--- src/pmu_regs_pkg.sv ---
// register map, field layout, reset values, timing counts and helpers of the regulator control block
// assumes a 200 MHz core clock and a byte-level front end that has already decoded the serial bus
package pmu_regs_pkg;

    // register offsets
    localparam logic [7:0] SYS_CTRL_ADDR = 8'h07;
    localparam logic [7:0] OUT_EN_ADDR = 8'h10;
    localparam logic [7:0] OUT_STATUS_ADDR = 8'h11;
    localparam logic [7:0] VCHG_ADDR = 8'h20;
    localparam logic [7:0] B1_TV1_ADDR = 8'h23;

    // writable bits, fixed read-one bits and reset values
    localparam logic [7:0] SYS_CTRL_MASK = 8'h76;
    localparam logic [7:0] SYS_CTRL_FIXED = 8'h08;
    localparam logic [7:0] SYS_CTRL_RESET = 8'h20;
    localparam logic [7:0] OUT_EN_MASK = 8'h55;
    localparam logic [7:0] OUT_EN_RESET = 8'h55;
    localparam logic [7:0] VCHG_MASK = 8'h33;
    localparam logic [7:0] VCHG_RESET = 8'h00;
    localparam logic [7:0] B1_TV1_MASK = 8'h1F;
    localparam logic [7:0] B1_TV1_RESET = 8'h09;
    localparam logic [7:0] STATUS_RESET = 8'h00;

    // field positions
    localparam int DELAY_LSB = 4;
    localparam int EN_LDO2 = 6;
    localparam int EN_LDO1 = 4;
    localparam int EN_BUCK2 = 2;
    localparam int EN_BUCK1 = 0;
    localparam int ST_BUCKS = 7;
    localparam int ST_LDOS = 6;
    localparam int ST_LDO2 = 5;
    localparam int ST_LDO1 = 4;
    localparam int ST_BUCK2 = 2;
    localparam int ST_BUCK1 = 0;
    localparam int VC_B2_SEL = 5;
    localparam int VC_B2_RAMP = 4;
    localparam int VC_B1_SEL = 1;
    localparam int VC_B1_RAMP = 0;

    // delay table is kept in half-millisecond steps
    localparam int CLK_PERIOD_NS = 5;
    localparam int HALF_MS_NS = 500000;
    localparam int HALF_MS_CYCLES = HALF_MS_NS / CLK_PERIOD_NS;
    localparam logic [4:0] MAX_HALVES = 5'h16;

    // buck1 code map in millivolts
    localparam logic [4:0] B1_CODE_TOP = 5'h19;
    localparam logic [11:0] B1_MV_BASE = 12'h320;
    localparam logic [11:0] B1_MV_STEP = 12'h032;
    localparam logic [11:0] B1_MV_TOP = 12'h7D0;

    typedef struct packed {
        logic ldo2;
        logic ldo1;
        logic buck2;
        logic buck1;
    } rail_set_t;

    typedef struct packed {
        logic [4:0] ldo2;
        logic [4:0] ldo1;
        logic [4:0] buck2;
        logic [4:0] buck1;
    } rail_delay_t;

    // one byte event from the serial front end
    typedef struct packed {
        logic frame_start;
        logic byte_valid;
        logic [7:0] data;
        logic read_req;
    } host_byte_t;

    typedef enum logic [1:0] {IDLE_PHASE, POINTER_PHASE, DATA_PHASE} bus_phase_t;

    function automatic rail_delay_t delay_halves(input logic [2:0] code);
        unique case (code)
            3'h0: delay_halves = {5'h02, 5'h02, 5'h02, 5'h02};
            3'h1: delay_halves = {5'h04, 5'h04, 5'h03, 5'h02};
            3'h2: delay_halves = {5'h0C, 5'h06, 5'h04, 5'h03};
            3'h3: delay_halves = {5'h02, 5'h02, 5'h04, 5'h03};
            3'h4: delay_halves = {5'h0C, 5'h06, 5'h04, 5'h03};
            3'h5: delay_halves = {5'h04, 5'h04, 5'h03, 5'h03};
            3'h6: delay_halves = {5'h03, 5'h02, 5'h04, 5'h06};
            3'h7: delay_halves = {5'h16, 5'h0C, 5'h06, 5'h04};
        endcase
    endfunction

    function automatic logic [11:0] code_to_mv(input logic [4:0] code);
        if (code == 5'h00) begin
            code_to_mv = 12'h000;
        end else if (code > B1_CODE_TOP) begin
            code_to_mv = B1_MV_TOP;
        end else begin
            code_to_mv = 12'(B1_MV_BASE + B1_MV_STEP * 12'(code - 5'h01));
        end
    endfunction

endpackage

--- src/power_on_sequencer.sv ---
// staggered start of the four rails after the enable pin rises
// assumes the enable pin is already synchronous to core_clk_i
`timescale 1ns/100ps
`default_nettype none
module power_on_sequencer #(
    parameter int unsigned HALF_MS_CYCLES = pmu_regs_pkg::HALF_MS_CYCLES
) (
    // clock and reset
    input wire logic core_clk_i,
    input wire logic reset_i,
    // control
    input wire logic enable_pin_i,
    input wire logic [2:0] delay_code_i,
    input wire pmu_regs_pkg::rail_set_t rail_enable_i,
    // rail start levels
    output pmu_regs_pkg::rail_set_t rail_run_o
);
    logic pin_q, pin_d;
    logic [2:0] code_q, code_d;
    logic [31:0] tick_q, tick_d;
    logic [4:0] halves_q, halves_d;
    pmu_regs_pkg::rail_set_t run_q, run_d;
    pmu_regs_pkg::rail_delay_t dly;

    always_comb begin
        pin_d = enable_pin_i;
        // code is frozen at the pin edge so a mid-sequence rewrite cannot reorder rails
        code_d = (enable_pin_i && !pin_q) ? delay_code_i : code_q;
        tick_d = tick_q;
        halves_d = halves_q;
        if (!pin_q) begin
            tick_d = 32'h0000_0000;
            halves_d = 5'h00;
        end else if (halves_q != pmu_regs_pkg::MAX_HALVES) begin
            if (tick_q == HALF_MS_CYCLES - 1) begin
                tick_d = 32'h0000_0000;
                halves_d = halves_q + 5'h01;
            end else begin
                tick_d = tick_q + 32'h0000_0001;
            end
        end
        dly = pmu_regs_pkg::delay_halves(code_q);
        run_d.buck1 = pin_q && rail_enable_i.buck1 && halves_q >= dly.buck1;
        run_d.buck2 = pin_q && rail_enable_i.buck2 && halves_q >= dly.buck2;
        run_d.ldo1 = pin_q && rail_enable_i.ldo1 && halves_q >= dly.ldo1;
        run_d.ldo2 = pin_q && rail_enable_i.ldo2 && halves_q >= dly.ldo2;
    end

    always_ff @(posedge core_clk_i or posedge reset_i) begin
        if (reset_i) begin
            pin_q <= 1'b0;
            code_q <= 3'h0;
            tick_q <= 32'h0000_0000;
            halves_q <= 5'h00;
            run_q <= 4'h0;
        end else begin
            pin_q <= pin_d;
            code_q <= code_d;
            tick_q <= tick_d;
            halves_q <= halves_d;
            run_q <= run_d;
        end
    end

    assign rail_run_o = run_q;
endmodule
`default_nettype wire

--- src/regulator_control_registers.sv ---
// control and status registers of the power management unit with its power-on sequencer
// assumes a serial front end that hands over address-matched byte events on host_byte_i
// Overview of operation
// - once the enable pin rises each rail whose output enable bit is set starts after the delay that the three-bit delay code picks from the table.
// - the output enable register holds enables for ldo2, ldo1, buck2 and buck1 at bits 6, 4, 2 and 0, all reset to one.
// - the read-only status register shows each rail's valid flag at bits 5, 4, 2 and 0 and resets to zero.
// - status bit 7 is set only when both bucks are valid and bit 6 only when both ldos are valid.
// - voltage change bits 1 and 5 pick target register one or two for buck1 and buck2 and reset to zero.
// - voltage change bits 0 and 4 hold the buck voltage at zero and ramp to the chosen target at one, reset zero.
// - buck1 target code zero means external control, codes 1 to 25 give 0.80 V to 2.00 V in 50 mV steps, above is 2.00 V.
// - a write frame carries the register byte then data, and a read returns the register that the last write pointed at.
`timescale 1ns/100ps
`default_nettype none
module regulator_control_registers #(
    parameter int unsigned HALF_MS_CYCLES = pmu_regs_pkg::HALF_MS_CYCLES
) (
    // clock and reset
    input wire logic core_clk_i,
    input wire logic reset_i,
    // host byte port
    input wire pmu_regs_pkg::host_byte_t host_byte_i,
    output logic [7:0] rd_data_o,
    output logic rd_valid_o,
    // power sequencing
    input wire logic enable_pin_i,
    input wire pmu_regs_pkg::rail_set_t rail_ok_i,
    output pmu_regs_pkg::rail_set_t rail_run_o,
    // buck voltage control
    output logic first_switcher_target_select_o,
    output logic first_switcher_ramp_command_o,
    output logic second_switcher_target_select_o,
    output logic second_switcher_ramp_command_o,
    output logic [11:0] first_switcher_target_mv_o,
    output logic first_switcher_ext_ctrl_o
);
    pmu_regs_pkg::bus_phase_t phase_q, phase_d;
    logic [7:0] ptr_q, ptr_d;
    logic wr_en;

    logic [7:0] sys_ctrl_q, sys_ctrl_d;
    logic [7:0] out_en_q, out_en_d;
    logic [7:0] status_q, status_d;
    logic [7:0] vchg_q, vchg_d;
    logic [7:0] b1_tv1_q, b1_tv1_d;
    logic [7:0] rd_data_q, rd_data_d;
    logic rd_valid_q, rd_valid_d;
    logic [11:0] mv_q, mv_d;
    logic ext_q, ext_d;
    logic [7:0] rd_mux;
    pmu_regs_pkg::rail_set_t rail_en;

    // byte framing: first byte of a write frame is the pointer, later bytes are data
    always_comb begin
        phase_d = phase_q;
        ptr_d = ptr_q;
        wr_en = 1'b0;
        // a byte arriving with frame_start is dropped; the new frame owns that cycle
        if (host_byte_i.frame_start) begin
            phase_d = pmu_regs_pkg::POINTER_PHASE;
        end else if (host_byte_i.byte_valid) begin
            unique case (phase_q)
                pmu_regs_pkg::IDLE_PHASE: begin
                end
                pmu_regs_pkg::POINTER_PHASE: begin
                    ptr_d = host_byte_i.data;
                    phase_d = pmu_regs_pkg::DATA_PHASE;
                end
                pmu_regs_pkg::DATA_PHASE: begin
                    wr_en = 1'b1;
                end
            endcase
        end
    end

    always_ff @(posedge core_clk_i or posedge reset_i) begin
        if (reset_i) begin
            phase_q <= pmu_regs_pkg::IDLE_PHASE;
            ptr_q <= 8'h00;
        end else begin
            phase_q <= phase_d;
            ptr_q <= ptr_d;
        end
    end

    // register file; no auto-increment, repeated data bytes rewrite the same register
    always_comb begin
        sys_ctrl_d = sys_ctrl_q;
        out_en_d = out_en_q;
        vchg_d = vchg_q;
        b1_tv1_d = b1_tv1_q;
        if (wr_en) begin
            case (ptr_q)
                pmu_regs_pkg::SYS_CTRL_ADDR: sys_ctrl_d = host_byte_i.data & pmu_regs_pkg::SYS_CTRL_MASK;
                pmu_regs_pkg::OUT_EN_ADDR: out_en_d = host_byte_i.data & pmu_regs_pkg::OUT_EN_MASK;
                pmu_regs_pkg::VCHG_ADDR: vchg_d = host_byte_i.data & pmu_regs_pkg::VCHG_MASK;
                pmu_regs_pkg::B1_TV1_ADDR: b1_tv1_d = host_byte_i.data & pmu_regs_pkg::B1_TV1_MASK;
                default: begin
                end
            endcase
        end
        status_d = 8'h00;
        status_d[pmu_regs_pkg::ST_LDO2] = rail_ok_i.ldo2;
        status_d[pmu_regs_pkg::ST_LDO1] = rail_ok_i.ldo1;
        status_d[pmu_regs_pkg::ST_BUCK2] = rail_ok_i.buck2;
        status_d[pmu_regs_pkg::ST_BUCK1] = rail_ok_i.buck1;
        status_d[pmu_regs_pkg::ST_BUCKS] = rail_ok_i.buck2 && rail_ok_i.buck1;
        status_d[pmu_regs_pkg::ST_LDOS] = rail_ok_i.ldo2 && rail_ok_i.ldo1;
    end

    always_ff @(posedge core_clk_i or posedge reset_i) begin
        if (reset_i) begin
            sys_ctrl_q <= pmu_regs_pkg::SYS_CTRL_RESET;
            out_en_q <= pmu_regs_pkg::OUT_EN_RESET;
            status_q <= pmu_regs_pkg::STATUS_RESET;
            vchg_q <= pmu_regs_pkg::VCHG_RESET;
            b1_tv1_q <= pmu_regs_pkg::B1_TV1_RESET;
        end else begin
            sys_ctrl_q <= sys_ctrl_d;
            out_en_q <= out_en_d;
            status_q <= status_d;
            vchg_q <= vchg_d;
            b1_tv1_q <= b1_tv1_d;
        end
    end

    // read path and buck1 voltage decode
    always_comb begin
        case (ptr_q)
            pmu_regs_pkg::SYS_CTRL_ADDR: rd_mux = sys_ctrl_q | pmu_regs_pkg::SYS_CTRL_FIXED;
            pmu_regs_pkg::OUT_EN_ADDR: rd_mux = out_en_q;
            pmu_regs_pkg::OUT_STATUS_ADDR: rd_mux = status_q;
            pmu_regs_pkg::VCHG_ADDR: rd_mux = vchg_q;
            pmu_regs_pkg::B1_TV1_ADDR: rd_mux = b1_tv1_q;
            default: rd_mux = 8'h00;
        endcase
        rd_valid_d = host_byte_i.read_req;
        rd_data_d = host_byte_i.read_req ? rd_mux : rd_data_q;
        mv_d = pmu_regs_pkg::code_to_mv(b1_tv1_q[4:0]);
        ext_d = b1_tv1_q[4:0] == 5'h00;
    end

    always_ff @(posedge core_clk_i or posedge reset_i) begin
        if (reset_i) begin
            rd_data_q <= 8'h00;
            rd_valid_q <= 1'b0;
            mv_q <= 12'h000;
            ext_q <= 1'b0;
        end else begin
            rd_data_q <= rd_data_d;
            rd_valid_q <= rd_valid_d;
            mv_q <= mv_d;
            ext_q <= ext_d;
        end
    end

    assign rail_en.ldo2 = out_en_q[pmu_regs_pkg::EN_LDO2];
    assign rail_en.ldo1 = out_en_q[pmu_regs_pkg::EN_LDO1];
    assign rail_en.buck2 = out_en_q[pmu_regs_pkg::EN_BUCK2];
    assign rail_en.buck1 = out_en_q[pmu_regs_pkg::EN_BUCK1];

    power_on_sequencer #(
        .HALF_MS_CYCLES(HALF_MS_CYCLES)
    ) sequencer (
        .core_clk_i(core_clk_i),
        .reset_i(reset_i),
        .enable_pin_i(enable_pin_i),
        .delay_code_i(sys_ctrl_q[pmu_regs_pkg::DELAY_LSB +: 3]),
        .rail_enable_i(rail_en),
        .rail_run_o(rail_run_o)
    );

    assign rd_data_o = rd_data_q;
    assign rd_valid_o = rd_valid_q;
    // the analog ramp logic sees the command bits directly from their flops
    assign first_switcher_target_select_o = vchg_q[pmu_regs_pkg::VC_B1_SEL];
    assign first_switcher_ramp_command_o = vchg_q[pmu_regs_pkg::VC_B1_RAMP];
    assign second_switcher_target_select_o = vchg_q[pmu_regs_pkg::VC_B2_SEL];
    assign second_switcher_ramp_command_o = vchg_q[pmu_regs_pkg::VC_B2_RAMP];
    assign first_switcher_target_mv_o = mv_q;
    assign first_switcher_ext_ctrl_o = ext_q;
endmodule
`default_nettype wire

--- config.mk ---
export PLATFORM = sky130hd
export DESIGN_NAME = regulator_control_registers
export DESIGN_NICKNAME = d
export VERILOG_FILES = /design/src/pmu_regs_pkg.sv /design/src/power_on_sequencer.sv /design/src/regulator_control_registers.sv
export SDC_FILE = /design/constraint.sdc
export NUM_CORES = 1
export LEC_CHECK = 0
export ABC_AREA = 0
export BUFFER_PORTS_ARGS = -buffer_cell sky130_fd_sc_hd__buf_2
export CORE_MARGIN = 8
export CORE_UTILIZATION = 50
export CTS_BUF_LIST = sky130_fd_sc_hd__clkbuf_8
export DETAILED_ROUTE_END_ITERATION = 6
export GPL_TIMING_DRIVEN = 0
export HOLD_SLACK_MARGIN = 0.02
export PLACE_DENSITY = 0.78
export SLEW_MARGIN = 15
export SYNTH_ARGS = -nofsm -noshare
export SYNTH_HDL_FRONTEND = slang
export SYNTH_SLANG_ARGS = --single-unit
--- constraint.sdc ---
create_clock -name core_clk_i -period 5.1 [get_ports core_clk_i]
set_clock_uncertainty 0.05 [all_clocks]
set_input_delay 0 -clock core_clk_i [delete_from_list [all_inputs] [get_ports core_clk_i]]
set_output_delay 0 -clock core_clk_i [all_outputs]
set_load 0.01 [all_outputs]
==> reports/metrics.sh <==
STATUS='finished, final reports clean'
TIMING.FINAL.SETUP_VIOLATIONS=0
FINALWORSTSETUPSLACK_NS=0.841
CTS_MADE_BUFFERS=9
YS_TOP_CELLS_BY_AREA='sky130_fd_sc_hd__dfrtp_1, sky130_fd_sc_hd__ha_1, sky130_fd_sc_hd__mux2_2'
R2R-END='first_switcher_target_mv_o[11]'
IO_PINS=48
TOTALNEGATIVESETUPSLACK_NS=0
CTS_TREE='done'
SYNTH-EDFF-COUNT=0
SYNTH.DISTINCT_CELLS=52
FRACTION_OF_SYNTHESIZED_CELL_AREA_TAKEN_BY_THE_TOP_AREA_CELL_TYPE_PCT=43.2
SYNTH-SEQ-AREA-SHARE_PCT=46.6
POST-ROUTE-MIN-PERIOD_NS=4.26
POWER-PER-CELL-AREA_nW_PER_UM2=251
TIMING.MAX_SLEW.REL_SLACK_PCT=34.1
ANTENNA_VIOLATIONS_BEFORE_REPAIR=0
WORST_IR_DROP_VDD_uV=197
CTS.HTREE.LEVELS=3
WORST-R2R-CELL-COUNT=16
GRT_PASS1_VIAS=4092
ROUTED_WIRELENGTH_MM=11.4
P_LEAK_nW=2.88
ANT_NETS=0
R2R-START='b1_tv1_q[0]'
ANTENNADIODECOUNT=0
DIE_Y_UM=120
SYNTH.NET_COUNT=579
CRITICAL_PATH_REQUIRED_NS=5.35
SYN2LAYOUT_AREA_GROWTH_PCT=15.1
DETAILEDROUTE.FIRSTITERATIONVIOLATIONS=207
DRT-VIAS-PER-INSTANCE=5.41
DESIGN.DIE.AREA_UM2=14400
PORT_BUFFERS=46
SYNTHESIS.INSTANCES=514
CRIT_PATH_MAX_FANOUT=7
SYNTHARSTFLOPSHARE_PCT=100
SYN_AREA_UM2=5390
DRT_PASS1_ITERATIONS=5
GLOBAL_ROUTE_WIRE_LENGTH_BEFORE_REPAIR_MM=19.2
GLOBALPLACE.CONGESTION=0.843
REGTOREGSETUPSLACK_NS=0.84
CTS_SETUP_BUFFERS=0
POWER_mW=1.55
YOSYS.CELL_COUNT.TOP_TYPE='sky130_fd_sc_hd__dfrtp_1'
INITIAL_UTILIZATION_PCT=50.4
CRIT_ARRIVAL_NS=4.51
LARGEST_NET_DEGREE_AT_THE_START_OF_GLOBAL_ROUTING=61
FINISH.NET_COUNT=654
CTS_NUM_SINKS=100
RSZ0062_AT_GRT='false'
PLACEMENTROWS=38
TRACK_USAGE_PCT=16.3
WORST_SETUP_HOLD_PATH_CLK_SLEW_NS=0.10
PLACE_WS_NS=0.839
FF_LATCH_COUNT_SYNTH=100
WORSTMARGINPINSLEW_NS=0.987
ENDPOINT_KIND='flop'
WL_PER_CELL_UM=15.5
YS.WARNINGS.COUNT=0
VIAS=3974
SYNTH.CELLS.MOST_FREQUENT='sky130_fd_sc_hd__dfrtp_1, sky130_fd_sc_hd__nor2_1, sky130_fd_sc_hd__ha_1, sky130_fd_sc_hd__inv_1, sky130_fd_sc_hd__nand2_1'
TIMING.HOLD.WORST.CLASS='in -> async'
CTSHOLDBUFFERS=17
LAYOUT_WORST_PATH_CYCLE_SHARE_PCT=83.5
CORE_UM2=10700
CTSROOTBUFFERMASTER='sky130_fd_sc_hd__clkbuf_8'
CAP_VIOL_MAX_COUNT=0
DETAIL_ROUTE.DRC_VIOLATIONS=0
CAPTURE_POINT_OF_THE_CRITICAL_PATH='first_switcher_target_mv_o[11]'
DRIVE_GT1_SHARE_PCT=17.5
CLK_PATH_BUF_DEPTH=2
DP_HPWL_MM=8.38
FINAL-MAX-SLEW-VIOLATION-COUNT=0
SYNTH_TOP_FLOP_CELL='sky130_fd_sc_hd__dfrtp_1'
DIE_X_UM=120
MAX_CLOCK_FREQ_MHz=235
GRT.OVERFLOW.TOTAL=0
AREA_LEADER_NETLIST='sky130_fd_sc_hd__dfrtp_1'
CTSRESIZECOUNT=0
CRIT_PATH_START_KIND='flop'
CLOCK_LATENCY_NS=0.38
CRIT_TYPE='reg -> reg'
FINAL_HOLD_VIOLATION_COUNT=0
CRITPATHLAUNCH='b1_tv1_q[0]'
POST_SYNTH.CELL_AREA_AVG_UM2=10.5
## sequential cells by signal (all words and copies together), names as in the netlist
register	cells
ptr_q	8
out_en_q	4
first_switcher_target_mv_o	11
sequencer.code_q	3
sequencer.tick_q	32
sys_ctrl_q	5
b1_tv1_q	5
status_q	6
sequencer.rail_run_o	4
rd_valid_o	1
vchg_q	4
phase_q	2
rd_data_o	8
first_switcher_ext_ctrl_o	1
sequencer.halves_q	5
sequencer.pin_q	1
## worst max-delay path: stages, from the launching register on
cell                       delay, ns
sky130_fd_sc_hd__dfstp_2        0.63
sky130_fd_sc_hd__inv_1          0.12
sky130_fd_sc_hd__ha_1           0.23
sky130_fd_sc_hd__nor3b_1        0.16
sky130_fd_sc_hd__xor2_1         0.32
sky130_fd_sc_hd__ha_1           0.30
sky130_fd_sc_hd__ha_1           0.28
sky130_fd_sc_hd__inv_1          0.05
sky130_fd_sc_hd__fa_1           0.50
sky130_fd_sc_hd__inv_1          0.04
sky130_fd_sc_hd__ha_1           0.32
sky130_fd_sc_hd__nor2_1         0.05
sky130_fd_sc_hd__a21oi_1        0.22
sky130_fd_sc_hd__xor2_1         0.31
sky130_fd_sc_hd__a211oi_1       0.10
sky130_fd_sc_hd__or3_1          0.36
sky130_fd_sc_hd__a21oi_1        0.16
## worst min path at each step
stage	slack, ns	depth (start not counted)	endpoint
after global placement	0.07	1	sequencer.pin_q
after floorplan	-0.02	0	rd_valid_o
final	0.16	3	sequencer.tick_q[21]
after detailed placement	0.04	2	first_switcher_target_mv_o[10]
after CTS	0.17	3	first_switcher_target_mv_o[10]
after global routing	0.22	3	sequencer.tick_q[21]
## cell type report
class | count | area [µm²]
clock buffer | 9 | 124
buffer | 14 | 56.3
sequential | 100 | 2510
tap | 140 | 175
inverter | 37 | 141
clock inverter | 7 | 85.1
fill | 928 | 4490
multi-input combinational | 363 | 2680
timing repair buffer | 64 | 428
## cells in the final DEF (no fill, tap or decap), types with 7 or more instances in the layout
master                          synthesis  final
sky130_fd_sc_hd__dfstp_2                7      7
sky130_fd_sc_hd__mux2_2                26     26
sky130_fd_sc_hd__nand3_1               14     14
sky130_fd_sc_hd__nand2_1               33     33
sky130_fd_sc_hd__nand4_1               11     11
sky130_fd_sc_hd__a21oi_1               22     22
sky130_fd_sc_hd__nor2_1                55     55
sky130_fd_sc_hd__and3_1                 7      7
sky130_fd_sc_hd__clkbuf_1              13     13
sky130_fd_sc_hd__xor2_1                24     24
sky130_fd_sc_hd__clkbuf_8               0      9
sky130_fd_sc_hd__ha_1                  42     42
sky130_fd_sc_hd__inv_1                 37     36
sky130_fd_sc_hd__o21ai_0               22     22
sky130_fd_sc_hd__xnor2_1               18     18
sky130_fd_sc_hd__buf_2                  0     46
sky130_fd_sc_hd__dfrtp_1               93     93
sky130_fd_sc_hd__dlygate4sd3_1          0     17
## per-layer routing
layer	global-route usage, %	vias to the layer above	part of all wire, %
met5	0	-	0
met4	5.85	0	1.5
met3	3.62	16	4.1
met2	27.0	74	49
met1	20.4	1950	45
li1	-	1934	-
## report_power, final
group / leakage, nW / total [mW] / switching (mW) / internal, mW
registers: 1.30 / 0.860 / 0.0322 / 0.828
clock network: 0.0995 / 0.539 / 0.304 / 0.235
logic: 1.48 / 0.155 / 0.0808 / 0.0743
total: 2.88 / 1.55 / 0.417 / 1.14
## stage by stage
step | hold slack (ns) | instances | cell area, µm² | utilization [%]
floorplan | -0.0186 | 514 | 5390 | -
global placement | 0.0693 | 700 | 5790 | 54.2
detailed placement | 0.0420 | 701 | 5820 | 54.4
CTS | 0.169 | 734 | 6200 | 58.0
global route | 0.215 | 734 | 6200 | 58.0
finish | 0.162 | 734 | 6200 | 58.0
## cells by family (layout without fill, tap and decap cells)
family / after synthesis / count (layout) / synth area share (%)
and+or+nand+nor: 165 / 165 / 15.9
xor gates and xnor gates: 42 / 42 / 6.83
other: 1 / 1 / 0.0696
adders and majority gates: 47 / 47 / 11.6
buffers and inverters: 51 / 131 / 3.62
muxes: 29 / 29 / 5.99
DFF: 100 / 100 / 46.6
AOI/OAI and AO/OA: 79 / 79 / 9.38
(Power assumes the default switching activity.)
